$ cat config.mk
export PLATFORM = sky130hd
export DESIGN_NAME = daa_core
export DESIGN_NICKNAME = d
export VERILOG_FILES = /design/src/hw/daa_pkg.sv /design/src/hw/daa_fifo.sv /design/src/hw/daa_history.sv /design/src/hw/daa_core.sv
export VERILOG_INCLUDE_DIRS = /design/src /design/src/hw
export SDC_FILE = /design/constraint.sdc
export NUM_CORES = 2
export LEC_CHECK = 0
export BUFFER_PORTS_ARGS = -buffer_cell sky130_fd_sc_hd__buf_2
export CAP_MARGIN = 30
export CORE_MARGIN = 1
export CORE_UTILIZATION = 25
export DETAILED_ROUTE_END_ITERATION = 16
export PLACE_DENSITY_LB_ADDON = 0.12
export SETUP_SLACK_MARGIN = 0.15
export SLEW_MARGIN = 20
export SYNTH_ARGS = -nofsm -noshare
export SYNTH_HDL_FRONTEND = slang
export SYNTH_HIERARCHICAL = 1
export SYNTH_SLANG_ARGS = --single-unit
$ cat constraint.sdc
create_clock -name clk -period 37.8 [get_ports clk]
set_clock_uncertainty 0.05 [all_clocks]
set_input_delay 0 -clock clk [delete_from_list [all_inputs] [get_ports clk]]
set_output_delay 0 -clock clk [all_outputs]
set_load 0.01 [all_outputs]
$ cat src/hw/daa_cfg.svh
`ifndef DAA_CFG_SVH
`define DAA_CFG_SVH

// field positions inside the primary setup word
`define DAA_STYLE_BIT       9
`define DAA_RATIO_HI        8
`define DAA_RATIO_LO        6
`define DAA_SETUP_W         16

// widths and depths
`define DAA_NATIVE_BITS     16
`define DAA_BOOST_BITS      2
`define DAA_ACC_EXTRA       5
`define DAA_HIST_DEPTH      8
`define DAA_OUT_FIFO_DEPTH  4
`define DAA_FRAME_CNT_W     8
`define DAA_GAP_W           4
`define DAA_SAMPLE_CNT_W    6

// highest valid ratio codes per averaging style
`define DAA_ROLL_MAX_CODE   3'h3
`define DAA_NORM_MAX_CODE   3'h5

// limit status bit positions
`define DAA_STAT_A_HIGH     0
`define DAA_STAT_A_LOW      1
`define DAA_STAT_B_HIGH     2
`define DAA_STAT_B_LOW      3
`define DAA_STAT_W          4

// timing: internal sample rate in normal averaging
`define DAA_CLK_KHZ         10000
`define DAA_NA_RATE_KSPS    3000
`define DAA_NA_GAP_RAW      ((`DAA_CLK_KHZ + `DAA_NA_RATE_KSPS - 1) / `DAA_NA_RATE_KSPS)
`define DAA_NA_GAP_CYC      ((`DAA_NA_GAP_RAW < 1) ? 1 : `DAA_NA_GAP_RAW)

`endif

$ cat src/hw/daa_pkg.sv
package daa_pkg;

  // conversion sequencer states
  typedef enum logic [3:0] {
    ST_IDLE = 4'h1,
    ST_CONV = 4'h2,
    ST_GAP  = 4'h4,
    ST_SUM  = 4'h8
  } daa_state_e;

endpackage

$ cat src/hw/daa_fifo.sv
`timescale 1ns/1ps
`include "daa_cfg.svh"

module daa_fifo #(
  parameter int W     = 36,
  parameter int DEPTH = `DAA_OUT_FIFO_DEPTH
) (
  input  wire logic         clk,
  input  wire logic         rst_n,
  input  wire logic         flush,
  input  wire logic         inValid,
  input  wire logic [W-1:0] inData,
  output logic              inReady,
  output logic              outValid,
  output logic [W-1:0]      outData,
  input  wire logic         outReady
);
  localparam int CW = $clog2(DEPTH + 1);

  logic [W-1:0]  mem [DEPTH];
  logic [CW-1:0] count;
  logic [CW-1:0] next_count;
  logic [CW-1:0] wrIdx;
  logic          doPush;
  logic          doPop;

  // handshakes and write slot; head always sits in entry 0
  assign doPush = inValid & inReady;
  assign doPop = outValid & outReady;
  assign wrIdx = doPop ? count - CW'(1) : count;
  assign next_count = count + CW'(doPush) - CW'(doPop);

  // shift storage down on pop, write behind the last entry
  always_ff @(posedge clk) begin
    for (int i = 0; i < DEPTH; i++) begin
      if (!rst_n) begin
        mem[i] <= '0;
      end else if (doPush && wrIdx == CW'(i)) begin
        mem[i] <= inData;
      end else if (doPop && i < DEPTH - 1) begin
        mem[i] <= mem[(i < DEPTH - 1) ? i + 1 : i];
      end
    end
  end

  // occupancy and registered flags
  always_ff @(posedge clk) begin
    if (!rst_n || flush) begin
      count    <= '0;
      outValid <= 1'b0;
      inReady  <= 1'b1;
    end else begin
      count    <= next_count;
      outValid <= next_count != '0;
      inReady  <= next_count != CW'(DEPTH);
    end
  end

  assign outData = mem[0];
endmodule

$ cat src/hw/daa_history.sv
`timescale 1ns/1ps
`include "daa_cfg.svh"

module daa_history #(
  parameter int W     = `DAA_NATIVE_BITS,
  parameter int DEPTH = `DAA_HIST_DEPTH,
  localparam int LW   = $clog2($clog2(DEPTH) + 1),
  localparam int SW   = W + $clog2(DEPTH)
) (
  input  wire logic          clk,
  input  wire logic          rst_n,
  input  wire logic          load,
  input  wire logic          fill,
  input  wire logic [W-1:0]  sample,
  input  wire logic [LW-1:0] log2n,
  output logic [SW-1:0]      sum
);
  logic [W-1:0] mem [DEPTH];

  // every load shifts in; a fill load copies into all entries
  always_ff @(posedge clk) begin
    for (int i = 0; i < DEPTH; i++) begin
      if (!rst_n) begin
        mem[i] <= '0;
      end else if (load && (fill || i == 0)) begin
        mem[i] <= sample;
      end else if (load) begin
        mem[i] <= mem[(i > 0) ? i - 1 : 0];
      end
    end
  end

  // sum of the newest 2**log2n entries
  always_comb begin
    sum = '0;
    for (int i = 0; i < DEPTH; i++) begin
      if (i < (1 << log2n)) begin
        sum = sum + SW'(mem[i]);
      end
    end
  end
endmodule

$ cat src/hw/daa_core.sv
`timescale 1ns/1ps
`include "daa_cfg.svh"

// Notes on behaviour
// - rolling mode: style bit set, ratio valid
// - rolling keeps history; one output per conversion
// - history holds eight entries per channel
// - first result after resets fills history
// - every result shifts into history
// - rolling sums newest 2, 4, 8 entries
// - output reduced to native width
// - runs start only on select falling edge
// - extra precision adds two bits when averaging
// - limit event above upper or below lower
// - one limit pair shared by both channels
// - two status flags per channel
// - flags ORed into one common indication
// - flag pin gated by lane, enable, limits
// - flags update at each result end
// - select fall clears pin; reset clears status
// - power bit: zero normal, one shutdown
// - shutdown powers analog down, interface alive
// - shutdown leaves configuration untouched
// - style bit 9, ratio bits 8 to 6
// - normal average paces extra samples internally
module daa_core
  import daa_pkg::*;
#(
  parameter int NATIVE_W       = `DAA_NATIVE_BITS,
  parameter int HIST_DEPTH     = `DAA_HIST_DEPTH,
  parameter int OUT_FIFO_DEPTH = `DAA_OUT_FIFO_DEPTH,
  localparam int OUT_W         = NATIVE_W + `DAA_BOOST_BITS,
  localparam int ACC_W         = NATIVE_W + `DAA_ACC_EXTRA,
  localparam int HLW           = $clog2($clog2(HIST_DEPTH) + 1),
  localparam int HSW           = NATIVE_W + $clog2(HIST_DEPTH),
  localparam int FCW           = `DAA_FRAME_CNT_W
) (
  input  wire logic                   clk,
  input  wire logic                   rst_n,
  input  wire logic                   csPinN,
  input  wire logic                   sclkPin,
  input  wire logic [`DAA_SETUP_W-1:0] primarySetupRegister,
  input  wire logic                   extraPrecisionEnable,
  input  wire logic                   referenceSourceSelect,
  input  wire logic                   powerStateSelect,
  input  wire logic                   outputLaneSelect,
  input  wire logic                   limitPinEnable,
  input  wire logic [OUT_W-1:0]       upperLimit,
  input  wire logic [OUT_W-1:0]       lowerLimit,
  input  wire logic                   softReset,
  input  wire logic                   hardReset,
  output logic                        convStart,
  input  wire logic                   convDone,
  input  wire logic [NATIVE_W-1:0]    convResultA,
  input  wire logic [NATIVE_W-1:0]    convResultB,
  output logic [2*OUT_W-1:0]          resultData,
  output logic                        resultValid,
  input  wire logic                   resultReady,
  output logic [`DAA_STAT_W-1:0]      limitStatus,
  output logic                        secondOutputOrFlagPin,
  output logic                        flagPinOe,
  output logic                        analogPowerDown,
  output logic                        refBufferEnable,
  output logic [FCW-1:0]              lastFrameClocks
);
  localparam int GAP_CYC = `DAA_NA_GAP_CYC;
  localparam int SCW     = `DAA_SAMPLE_CNT_W;

  daa_state_e                state;
  logic [1:0]                csSync;
  logic [1:0]                sclkSync;
  logic                      csPrev;
  logic                      sclkPrev;
  logic                      csFall;
  logic                      csRise;
  logic                      sclkRise;
  logic [FCW-1:0]            frameCount;
  logic                      averagingStyleSelect;
  logic [2:0]                averagingRatioField;
  logic                      rollingActive;
  logic                      normalActive;
  logic                      boostActive;
  logic                      resetEvent;
  logic                      refPrev;
  logic                      fillPending;
  logic                      runNormal;
  logic                      runRolling;
  logic                      runBoost;
  logic [2:0]                runLog2;
  logic [SCW-1:0]            sampleCount;
  logic [SCW-1:0]            runSamples;
  logic [`DAA_GAP_W-1:0]     gapTimer;
  logic                      gapDone;
  logic                      startOk;
  logic [ACC_W-1:0]          accA;
  logic [ACC_W-1:0]          accB;
  logic                      histLoad;
  logic [HLW-1:0]            histLog2;
  logic [HSW-1:0]            histSumA;
  logic [HSW-1:0]            histSumB;
  logic [OUT_W-1:0]          pushA;
  logic [OUT_W-1:0]          pushB;
  logic                      fifoInReady;
  logic                      fifoPush;
  logic [`DAA_STAT_W-1:0]    limitNow;
  logic                      limitsValid;
  logic                      pinGate;

  // divide a sum by 2**k, keeping two extra low bits when boosted
  function automatic logic [OUT_W-1:0] avgScale(
    input logic [ACC_W-1:0] s,
    input logic [2:0]       k,
    input logic             boost
  );
    logic [ACC_W+`DAA_BOOST_BITS-1:0] t;
    t = boost ? {s, {`DAA_BOOST_BITS{1'b0}}} : {{`DAA_BOOST_BITS{1'b0}}, s};
    t = t >> k;
    return t[OUT_W-1:0];
  endfunction

  // pin synchronisers for select and serial clock
  always_ff @(posedge clk) begin
    if (!rst_n) begin
      csSync   <= 2'h3;
      csPrev   <= 1'b1;
      sclkSync <= 2'h0;
      sclkPrev <= 1'b0;
    end else begin
      csSync   <= {csSync[0], csPinN};
      csPrev   <= csSync[1];
      sclkSync <= {sclkSync[0], sclkPin};
      sclkPrev <= sclkSync[1];
    end
  end

  assign csFall = csPrev & ~csSync[1];
  assign csRise = ~csPrev & csSync[1];
  assign sclkRise = ~sclkPrev & sclkSync[1];

  // serial clocks seen inside each frame
  always_ff @(posedge clk) begin
    if (!rst_n) begin
      frameCount      <= '0;
      lastFrameClocks <= '0;
    end else begin
      if (csFall) begin
        frameCount <= '0;
      end else if (!csSync[1] && sclkRise) begin
        frameCount <= frameCount + FCW'(1);
      end
      if (csRise) begin
        lastFrameClocks <= frameCount;
      end
    end
  end

  // setup field decode and mode qualification
  assign averagingStyleSelect = primarySetupRegister[`DAA_STYLE_BIT];
  assign averagingRatioField =
    primarySetupRegister[`DAA_RATIO_HI:`DAA_RATIO_LO];
  assign rollingActive = averagingStyleSelect && averagingRatioField != 3'h0
    && averagingRatioField <= `DAA_ROLL_MAX_CODE;
  assign normalActive = !averagingStyleSelect && averagingRatioField != 3'h0
    && averagingRatioField <= `DAA_NORM_MAX_CODE;
  assign boostActive = extraPrecisionEnable
    && (rollingActive || normalActive);
  assign resetEvent = softReset | hardReset;

  // refill request after reset or reference change; set beats clear
  always_ff @(posedge clk) begin
    if (!rst_n) begin
      fillPending <= 1'b1;
      refPrev     <= 1'b0;
    end else begin
      refPrev <= referenceSourceSelect;
      if (resetEvent || refPrev != referenceSourceSelect) begin
        fillPending <= 1'b1;
      end else if (histLoad) begin
        fillPending <= 1'b0;
      end
    end
  end

  // start is accepted only while idle, powered and with room for a result
  assign startOk = csFall && !powerStateSelect && fifoInReady;
  assign gapDone = gapTimer == `DAA_GAP_W'(GAP_CYC - 1);
  assign runSamples = SCW'(1) << runLog2;
  assign histLoad = state == ST_CONV && convDone;

  // conversion sequencer
  always_ff @(posedge clk) begin
    if (!rst_n || resetEvent) begin
      state <= ST_IDLE;
    end else begin
      case (state)
        ST_IDLE: begin
          if (startOk) begin
            state <= ST_CONV;
          end
        end
        ST_CONV: begin
          if (convDone && runNormal
              && sampleCount + SCW'(1) < runSamples) begin
            state <= ST_GAP;
          end else if (convDone) begin
            state <= ST_SUM;
          end
        end
        ST_GAP: begin
          if (gapDone) begin
            state <= ST_CONV;
          end
        end
        ST_SUM: begin
          if (fifoInReady) begin
            state <= ST_IDLE;
          end
        end
        default: begin
          state <= ST_IDLE;
        end
      endcase
    end
  end

  // mode snapshot taken at each start so mid-run writes cannot tear
  always_ff @(posedge clk) begin
    if (!rst_n) begin
      runNormal  <= 1'b0;
      runRolling <= 1'b0;
      runBoost   <= 1'b0;
      runLog2    <= 3'h0;
    end else if (state == ST_IDLE && startOk) begin
      runNormal  <= normalActive;
      runRolling <= rollingActive;
      runBoost   <= boostActive;
      runLog2    <= (rollingActive || normalActive)
                    ? averagingRatioField : 3'h0;
    end
  end

  // start pulses: host edge or internal pacing in normal averaging
  always_ff @(posedge clk) begin
    if (!rst_n || resetEvent) begin
      convStart <= 1'b0;
    end else begin
      convStart <= (state == ST_IDLE && startOk)
                   || (state == ST_GAP && gapDone);
    end
  end

  // sample pacing timer and sample counter
  always_ff @(posedge clk) begin
    if (!rst_n || state == ST_IDLE) begin
      gapTimer    <= '0;
      sampleCount <= '0;
    end else begin
      gapTimer <= (state == ST_GAP && !gapDone)
                  ? gapTimer + `DAA_GAP_W'(1) : '0;
      if (histLoad) begin
        sampleCount <= sampleCount + SCW'(1);
      end
    end
  end

  // normal-average accumulators, discarded at each new start
  always_ff @(posedge clk) begin
    if (!rst_n || state == ST_IDLE) begin
      accA <= '0;
      accB <= '0;
    end else if (histLoad) begin
      accA <= accA + ACC_W'(convResultA);
      accB <= accB + ACC_W'(convResultB);
    end
  end

  // eight-entry history per channel
  assign histLog2 = runRolling ? HLW'(runLog2) : '0;

  daa_history #(
    .W     (NATIVE_W),
    .DEPTH (HIST_DEPTH)
  ) u_histA (
    .clk    (clk),
    .rst_n  (rst_n),
    .load   (histLoad),
    .fill   (fillPending),
    .sample (convResultA),
    .log2n  (histLog2),
    .sum    (histSumA)
  );

  daa_history #(
    .W     (NATIVE_W),
    .DEPTH (HIST_DEPTH)
  ) u_histB (
    .clk    (clk),
    .rst_n  (rst_n),
    .load   (histLoad),
    .fill   (fillPending),
    .sample (convResultB),
    .log2n  (histLog2),
    .sum    (histSumB)
  );

  // averaged and scaled channel results
  assign pushA = avgScale(runNormal ? accA : ACC_W'(histSumA),
                          runLog2, runBoost);
  assign pushB = avgScale(runNormal ? accB : ACC_W'(histSumB),
                          runLog2, runBoost);
  assign fifoPush = state == ST_SUM && fifoInReady;

  daa_fifo #(
    .W     (2 * OUT_W),
    .DEPTH (OUT_FIFO_DEPTH)
  ) u_outFifo (
    .clk      (clk),
    .rst_n    (rst_n),
    .flush    (resetEvent),
    .inValid  (state == ST_SUM),
    .inData   ({pushB, pushA}),
    .inReady  (fifoInReady),
    .outValid (resultValid),
    .outData  (resultData),
    .outReady (resultReady)
  );

  // shared limit compare for both channels
  always_comb begin
    limitNow = '0;
    limitNow[`DAA_STAT_A_HIGH] = pushA > upperLimit;
    limitNow[`DAA_STAT_A_LOW]  = pushA < lowerLimit;
    limitNow[`DAA_STAT_B_HIGH] = pushB > upperLimit;
    limitNow[`DAA_STAT_B_LOW]  = pushB < lowerLimit;
  end

  assign limitsValid = upperLimit > lowerLimit;
  assign pinGate = outputLaneSelect && limitPinEnable && limitsValid;

  // status replaced at every result; any software reset clears it
  always_ff @(posedge clk) begin
    if (!rst_n || resetEvent) begin
      limitStatus <= '0;
    end else if (fifoPush) begin
      limitStatus <= limitNow;
    end
  end

  // flag pin: set at result end, cleared by select fall, set wins
  always_ff @(posedge clk) begin
    if (!rst_n || resetEvent) begin
      secondOutputOrFlagPin <= 1'b0;
      flagPinOe             <= 1'b0;
    end else begin
      flagPinOe <= pinGate;
      if (fifoPush && pinGate && |limitNow) begin
        secondOutputOrFlagPin <= 1'b1;
      end else if (csFall || !pinGate) begin
        secondOutputOrFlagPin <= 1'b0;
      end
    end
  end

  // power control touches only analog enables, never the setup
  always_ff @(posedge clk) begin
    if (!rst_n) begin
      analogPowerDown <= 1'b0;
      refBufferEnable <= 1'b0;
    end else begin
      analogPowerDown <= powerStateSelect;
      refBufferEnable <= !referenceSourceSelect
                         && !powerStateSelect;
    end
  end
endmodule

* Word-level counts from Yosys, hierarchy flattened
Memory sizes are Yosys's and may differ from the RTL's.
Cells that the tools add are included.
W data, S select, Z words.
** Storage, ports and cells
- Register bits :: 100
- Memory bits (writable) :: 400
- Bits of input ports :: 97
- Output and inout port bits :: 54
- Word-level logic and storage cells :: 280
- Memories kept :: 3
** Memories
- u_outFifo.mem :: depth 4, bits a word 36, rd ports 4, clocked after Yosys merged registers in 0, wr ports 4, line daa_fifo.sv:20 : logic [W-1:0] mem [DEPTH];
- u_histA.mem :: depth 8, bits a word 16, rd ports 8, clocked after Yosys merged registers in 0, wr ports 8, line daa_history.sv:18 : logic [W-1:0] mem [DEPTH];
- u_histB.mem :: depth 8, bits a word 16, rd ports 8, clocked after Yosys merged registers in 0, wr ports 8, line daa_history.sv:18
** Operators by class
- $add $sub $neg :: 22
- Order comparisons :: 16
- Equality and inequality tests :: 14
- Shifts and indexed selects :: 4
- Mux-type cells :: 100
- Bitwise logic cells :: 48
- Reduce and logical (&&, ||, !) cells :: 47
** Operators by type and width (number)
- $mux W16 :: 32
- $mux W19 :: 14
- $mux W36 :: 7
- $add A19 B16 Y19 :: 12
- $lt A4 B32 Y1 const A :: 4
- $lt A3 B32 Y1 const A :: 2
- $gt A18 B18 Y1 :: 3
- $mux W23 :: 2
- $shr A23 B3 Y18 :: 2
- $add A21 B16 Y21 :: 2
- $mux W21 :: 2
- $or A1 B1 Y1 :: 38
- $lt A18 B18 Y1 :: 2
- $add A16 B16 Y17 :: 2
- $mux W1 :: 34
- $lt A1 B32 Y1 const A :: 1
- $lt A2 B32 Y1 const A :: 1
- $shl A1 B2 Y32 const A :: 1
- $logic_and A1 B1 Y1 :: 25
- $mux W4 :: 5
- $pmux W4 S4 :: 1
- $add A8 B1 Y8 const B :: 1
- $eq A4 B2 Y1 const B :: 2
- $logic_not A1 Y1 :: 7
- 29 further kinds :: 49

* Depth between registers and ports, before layout
- Depth after elaboration :: 25
- Mapped depth :: 75
- Depth with buffers taken out :: 69

* By module
The synthesis kept the hierarchy.
** Modules (own cells, without submodules)
- daa_history at u_histB :: times used 1, cells an instance 1345, area an instance 12032.8 µm², sequential area each 3843.7 µm²
- daa_history at u_histA :: times used 1, cells an instance 1311, area an instance 11671.2 µm², sequential area each 3843.7 µm²
- daa_core :: times used 1, cells an instance 1147, area an instance 9673.0 µm², sequential area each 1901.8 µm²
- daa_fifo :: times used 1, cells an instance 487, area an instance 6722.7 µm², sequential area each 4424.2 µm²

* Worst setup path before layout
OpenSTA, ideal clock, no wires.
- Kind :: reg2reg
- Start :: reg runLog2[1]
- End :: reg secondOutputOrFlagPin
- Library setup time :: 0.120 ns
- Data arrival time :: 12.847 ns
- Required time :: 37.630 ns
- Setup slack :: 24.784 ns
- Stages on the path, launching flop included :: 67
- Buffers on the path :: 6
- Period minus slack after synthesis :: 13.016 ns
- Cell sequence :: dfxtp_1 clkbuf_1 clkbuf_1 clkbuf_1 and2_1 buf_2 clkinv_1 nand2_1 clkbuf_1 buf_1 nand2_1 nand2_1 ha_1 fa_1 a21o_1 ha_1 a211oi_1 o21bai_1 [... 31 more ...] nor3b_1 o32ai_1 o41ai_1 xnor2_1 mux2_2 nor2_1 a21oi_1 mux2_2 mux2i_1 mux2i_1 ha_1 a211oi_1 o21bai_1 a211oi_1 o21ai_0 a211oi_1 o311ai_0 o31a_1
** Between the ends
- Longest elaborated chain between the ends :: 25
- Elaborated cells between the ends (all ways) :: 54
- Those cells by class :: add/sub (14); order compare (12); shift (3); mux (22); reduce/logical (3)
** Ends and longest elaborated chain
- start, declared :: line daa_core.sv:89 : logic [2:0] runLog2;
- start signal, assigned :: line daa_core.sv:237 : runLog2 <= (rollingActive || normalActive)
- $mux W2 (*) :: line daa_core.sv:278 : assign histLog2 = runRolling ? HLW'(runLog2) : '0;
- via histLog2[1] :: line daa_core.sv:98 : logic [HLW-1:0] histLog2;
- $shl A1 B2 Y32 (*) :: line daa_history.sv:37 : if (i < (1 << log2n)) begin
- $lt A1 B32 Y1 :: line daa_history.sv:37
- $mux W16 :: line daa_history.sv:37
- $add A16 B16 Y17 :: line daa_history.sv:38 : sum = sum + SW'(mem[i]);
- $mux W19 :: line daa_history.sv:37
- $add A19 B16 Y19 :: line daa_history.sv:38
- [... 11 more ...]
- via histSumB[18] :: line daa_core.sv:100 : logic [HSW-1:0] histSumB;
- $mux W21 (*) :: line daa_core.sv:309 : assign pushB = avgScale(runNormal ? accB : ACC_W'(histSumB),
- $mux W23 (*) :: line daa_core.sv:116 : t = boost ? {s, {`DAA_BOOST_BITS{1'b0}}} : {{`DAA_BOOST_BITS{1'b0}}, s};
- $shr A23 B3 Y18 (*) :: line daa_core.sv:117 : t = t >> k;
- via pushB[11] :: line daa_core.sv:102 : logic [OUT_W-1:0] pushB;
- $gt A18 B18 Y1 / $lt A18 B18 Y1 (equally long branches) :: line daa_core.sv:333, daa_core.sv:334
- $reduce_or A4 Y1 (*) :: line daa_core.sv:356 : if (fifoPush && pinGate && |limitNow) begin
- $logic_and A1 B1 Y1 (*) :: line daa_core.sv:356
- $mux W1 / $reduce_bool A2 Y1 (equally long branches)
- end signal, assigned :: line daa_core.sv:352 : secondOutputOrFlagPin <= 1'b0;
- end signal, assigned :: line daa_core.sv:357 : secondOutputOrFlagPin <= 1'b1;
- end signal, assigned :: line daa_core.sv:359 : secondOutputOrFlagPin <= 1'b0;
- end, declared :: line daa_core.sv:60 : output logic secondOutputOrFlagPin,
Mark *: on every way through the listed nets, which the timed path passes. The rest lies on a longest branch.
A chain may end at the register's enable or synchronous reset.

* Final worst setup path
- Start :: reg runLog2[1]
- End :: reg secondOutputOrFlagPin
** Between the ends
- Longest elaborated chain between the ends :: 25
- Elaborated cells between the ends (all ways) :: 54
- Those cells by class :: add/sub (14); order compare (12); shift (3); mux (22); reduce/logical (3)
** Ends and longest elaborated chain
- $mux W2 (*) :: line daa_core.sv:278
- via histLog2[1] :: line daa_core.sv:98
- $shl A1 B2 Y32 (*) :: line daa_history.sv:37
- $lt A1 B32 Y1 :: line daa_history.sv:37
- $mux W16 :: line daa_history.sv:37
- $add A16 B16 Y17 :: line daa_history.sv:38
- $mux W19 :: line daa_history.sv:37
- $add A19 B16 Y19 :: line daa_history.sv:38
- [... 11 more ...]
- via histSumA[17] :: line daa_core.sv:99 : logic [HSW-1:0] histSumA;
- $mux W21 (*) :: line daa_core.sv:307 : assign pushA = avgScale(runNormal ? accA : ACC_W'(histSumA),
- $mux W23 (*) :: line daa_core.sv:116
- $shr A23 B3 Y18 (*) :: line daa_core.sv:117
- via pushA[13] :: line daa_core.sv:101 : logic [OUT_W-1:0] pushA;
- $gt A18 B18 Y1 / $lt A18 B18 Y1 (equally long branches) :: line daa_core.sv:331, daa_core.sv:332
- $reduce_or A4 Y1 (*) :: line daa_core.sv:356
- $logic_and A1 B1 Y1 (*) :: line daa_core.sv:356
- $mux W1 / $reduce_bool A2 Y1 (equally long branches)
Marks and branches as above.

==> key figures <==
Status
  – Outcome: finished, final reports clean

Global routing
  – Largest net degree at the start of global routing: between 100 and 150
  – Number of global-route vias before repair: 32620
  – First-pass GRT wire length: between 200000 and 250000 um
  – Global Route Usage Sum: 0.1612
  – Overflow after GRT: 0
  – Initial antenna violation count: 2

STA
  – Final setup vio count: 0
  – Fmax: ~64 MHz
  – Period utilisation layout: 0.4106
  – Min Tclk post-route: between 15 and 20 ns
  – Final Hold Viols: 0
  – Slew headroom: 0.3562
  – Worst-margin pin slew: about 0.94 ns
  – RSZ-0062 raised after global routing: no
  – Slew Viols, Final: 0
  – Total negative slack: 0 ns
  – Worst hold slack: about 0.12 ns

Detailed routing
  – Routed Antenna Nets: 0
  – DR iter-0 viols: roughly 1500
  – Vias: roughly 32000
  – Remaining DRCs: 0
  – Routed vias/inst: approximately 4.9
  – Total Wirelength: between 100000 and 150000 um
  – DRT Pass-1 Iters: 5
  – Routed len/inst: between 20 and 25 um

Cells and area
  – Layout cells sized above 1: 0.1022
  – Diodes inserted: 0
  – Final design utilization: 0.2889
  – Nets: 4905
  – Final Non-Filler Cells: around 6500
  – Area growth, synth to finish: 14.37%

Yosys
  – Syn. warnings: 6
  – Synth area leaders: edfxtp_1 30%, ha_1 12%, a21oi_1 6.7%
  – Synth cell types: between 100 and 150
  – Top cells by count, synth: 540 x a21oi_1, 400 x edfxtp_1, 376 x ha_1
  – Most numerous cell in the Yosys netlist: a21oi_1
  – Net Count, Synth: 4780
  – Synth Instances: 4290
  – Asr flop ratio synth: 0
  – Synthesized flop and latch total: 500
  – Netlist Area Pre-Place: 40100 um2
  – Most frequently used flop master after synthesis: edfxtp_1
  – Leading area contributor after synthesis: edfxtp_1
  – Post-synth top area share: 0.2995
  – Seq/Total Area, Yosys: 0.3495
  – Number of flops mapped to enable cells by yosys: 400
  – Syn_area_per_cell: between 9 and 10 um2

Worst setup path
  – Max incr delay on CP: 0.62 ns
  – CP dominant cell by count: o21ai_0
  – Worst-path maximum fanout: 52
  – CP bufs+invs: 5
  – Crit. End Element: flip-flop
  – Top delay family on crit path: compound AO/OA/AOI/OAI gates
  – Startpoint types: flip-flop
  – Critical path class: flip-flop to flip-flop
  – Worst path required time: between 30 and 40 ns
  – Arr. time, crit path: 16.03 ns
  – Slowest CP cell: xnor2_1

Power and ir drop
  – P per Cell Area: 32.11 nW/um2
  – Pwr Total: approximately 1.5 mW
  – Leak pwr: about 19 nW
  – Peak supply drop: roughly 0.028 mV

Floorplanning
  – Die width: a little over 400 um
  – Row count: between 100 and 150
  – Die Y: 402.5 um
  – Core box area: about 160000 um2
  – Initial core utilization: 0.2526
  – I/O Pins: around 150
  – Die area: around 160000 um2

Placement
  – PortBufs: 138
  – Placed cell count: roughly 6400
  – Detail Placement HPWL: between 90000 and 100000 um
  – Gpl congestion: around 0.83

Clocking
  – # H-tree levels: 3
  – CTS sink cnt: 500
  – Worst-skew pair later-pin latency: 0.67 ns
  – CTS buffer count: approximately 70
  – Hold-fix buffers at CTS: 60
  – CTS tree: yes
  – Postcts setup bufs: 0
  – Clock-pin transition on the worst setup and hold timing paths: 0.06 ns
  – Max Root-Sink Buffers: 3
  – CTS Root Cell: clkbuf_16
  – # resized after CTS: 0

Hold path
  – Hold crit path type: input pin to flip-flop

Run
  – MaxCap Viol Count: 0
[power by group]
| part | switching [mW] | internal, mW | total [mW] |
|---|---|---|---|
| clock | 0.282 | 0.379 | 0.661 |
| combinational | 0.119 | 0.0760 | 0.195 |
| sequential | 0.00860 | 0.608 | 0.617 |
[registers in the layout, indices dropped and copies added, names as in the netlist, 4 cells and up]
name and flops:
u_histA/mem 128, accA 21, limitStatus 4, lastFrameClocks 8, frameCount 8, gapTimer 4, u_histB/mem 128, state 4
u_outFifo/mem 144, sampleCount 6, accB 21
[worst reg2reg max path: cells and delay by family, from the launching register on]
family	cells	cell delay [ns]
mux	3	0.97
simple gates	16	2.50
xor+xnor	6	1.36
flops	1	0.31
compound gates	30	6.45
fa+ha+maj	7	2.33
buf+inv	5	1.48
[final timing paths]
kind	start	end	slack (ns)	cells past startpoint
worst max register to register	runLog2[1]	secondOutputOrFlagPin	22.28	67
worst min-delay path	referenceSourceSelect	refPrev	0.12	3
worst max-delay path	runLog2[1]	secondOutputOrFlagPin	22.28	67
worst min register to register	csSync[0]	csSync[1]	0.36	1
[per-stage QoR]
step	area, um2	setup WS, ns
6_report	45860	22.28
5_1_grt	45860	21.03
4_1_cts	45860	22.01
3_5_place_dp	43030	22.02
3_3_place_gp	42910	22.01
2_1_floorplan	40100	24.78
[routing by layer]
layer  track usage  vias to the layer above  wire (um)
met5             0                        -          0
li1              -                    16180          -
met4       0.04239                        0       2640
met1        0.2125                    15620      61550
met2        0.2781                      426      64360
met3       0.01761                      129       3913
[cell usage in the layout (no fill, tap or decap), types with 60 or more instances in the layout]
| cell | Yosys | final |
|---|---|---|
| a21oi_1 | 540 | 540 |
| edfxtp_1 | 400 | 400 |
| ha_1 | 376 | 376 |
| nand2_1 | 297 | 294 |
| nand2b_1 | 263 | 260 |
| o21ai_0 | 252 | 251 |
| nor2_1 | 211 | 210 |
| a21o_1 | 173 | 173 |
| inv_1 | 151 | 151 |
| buf_2 | 22 | 139 |
| xnor2_1 | 126 | 126 |
| nand3_1 | 104 | 102 |
| dfxtp_1 | 100 | 95 |
| xor2_1 | 90 | 90 |
| a22o_1 | 79 | 79 |
| and2_1 | 81 | 79 |
| mux2i_1 | 77 | 77 |
| clkbuf_16 | 0 | 73 |
| buf_4 | 37 | 72 |
| a211oi_1 | 64 | 64 |
| dlygate4sd3_1 | 0 | 60 |
[layout make-up]
type,instances,area [um2]
sequential,500,14020
timing repair buffer,274,1919
fill,16730,112900
multi-input combinational,3412,24510
clock buffer,94,1956
clock inverter,37,280.3
tap,2072,2592
inverter,155,581.8
[cell families after synthesis]
logic type	count (synthesis)	share of synthesized area
flip-flops	500	0.3495
AND/OR/NAND/NOR	1255	0.1633
AO/OA/AOI/OAI	1402	0.2212
buffers and inverters	378	0.04203
adder cells (fa/ha/maj)	393	0.1258
XOR/XNOR	219	0.04902
multiplexers	143	0.04917
Power figures use the tool's default switching activity.
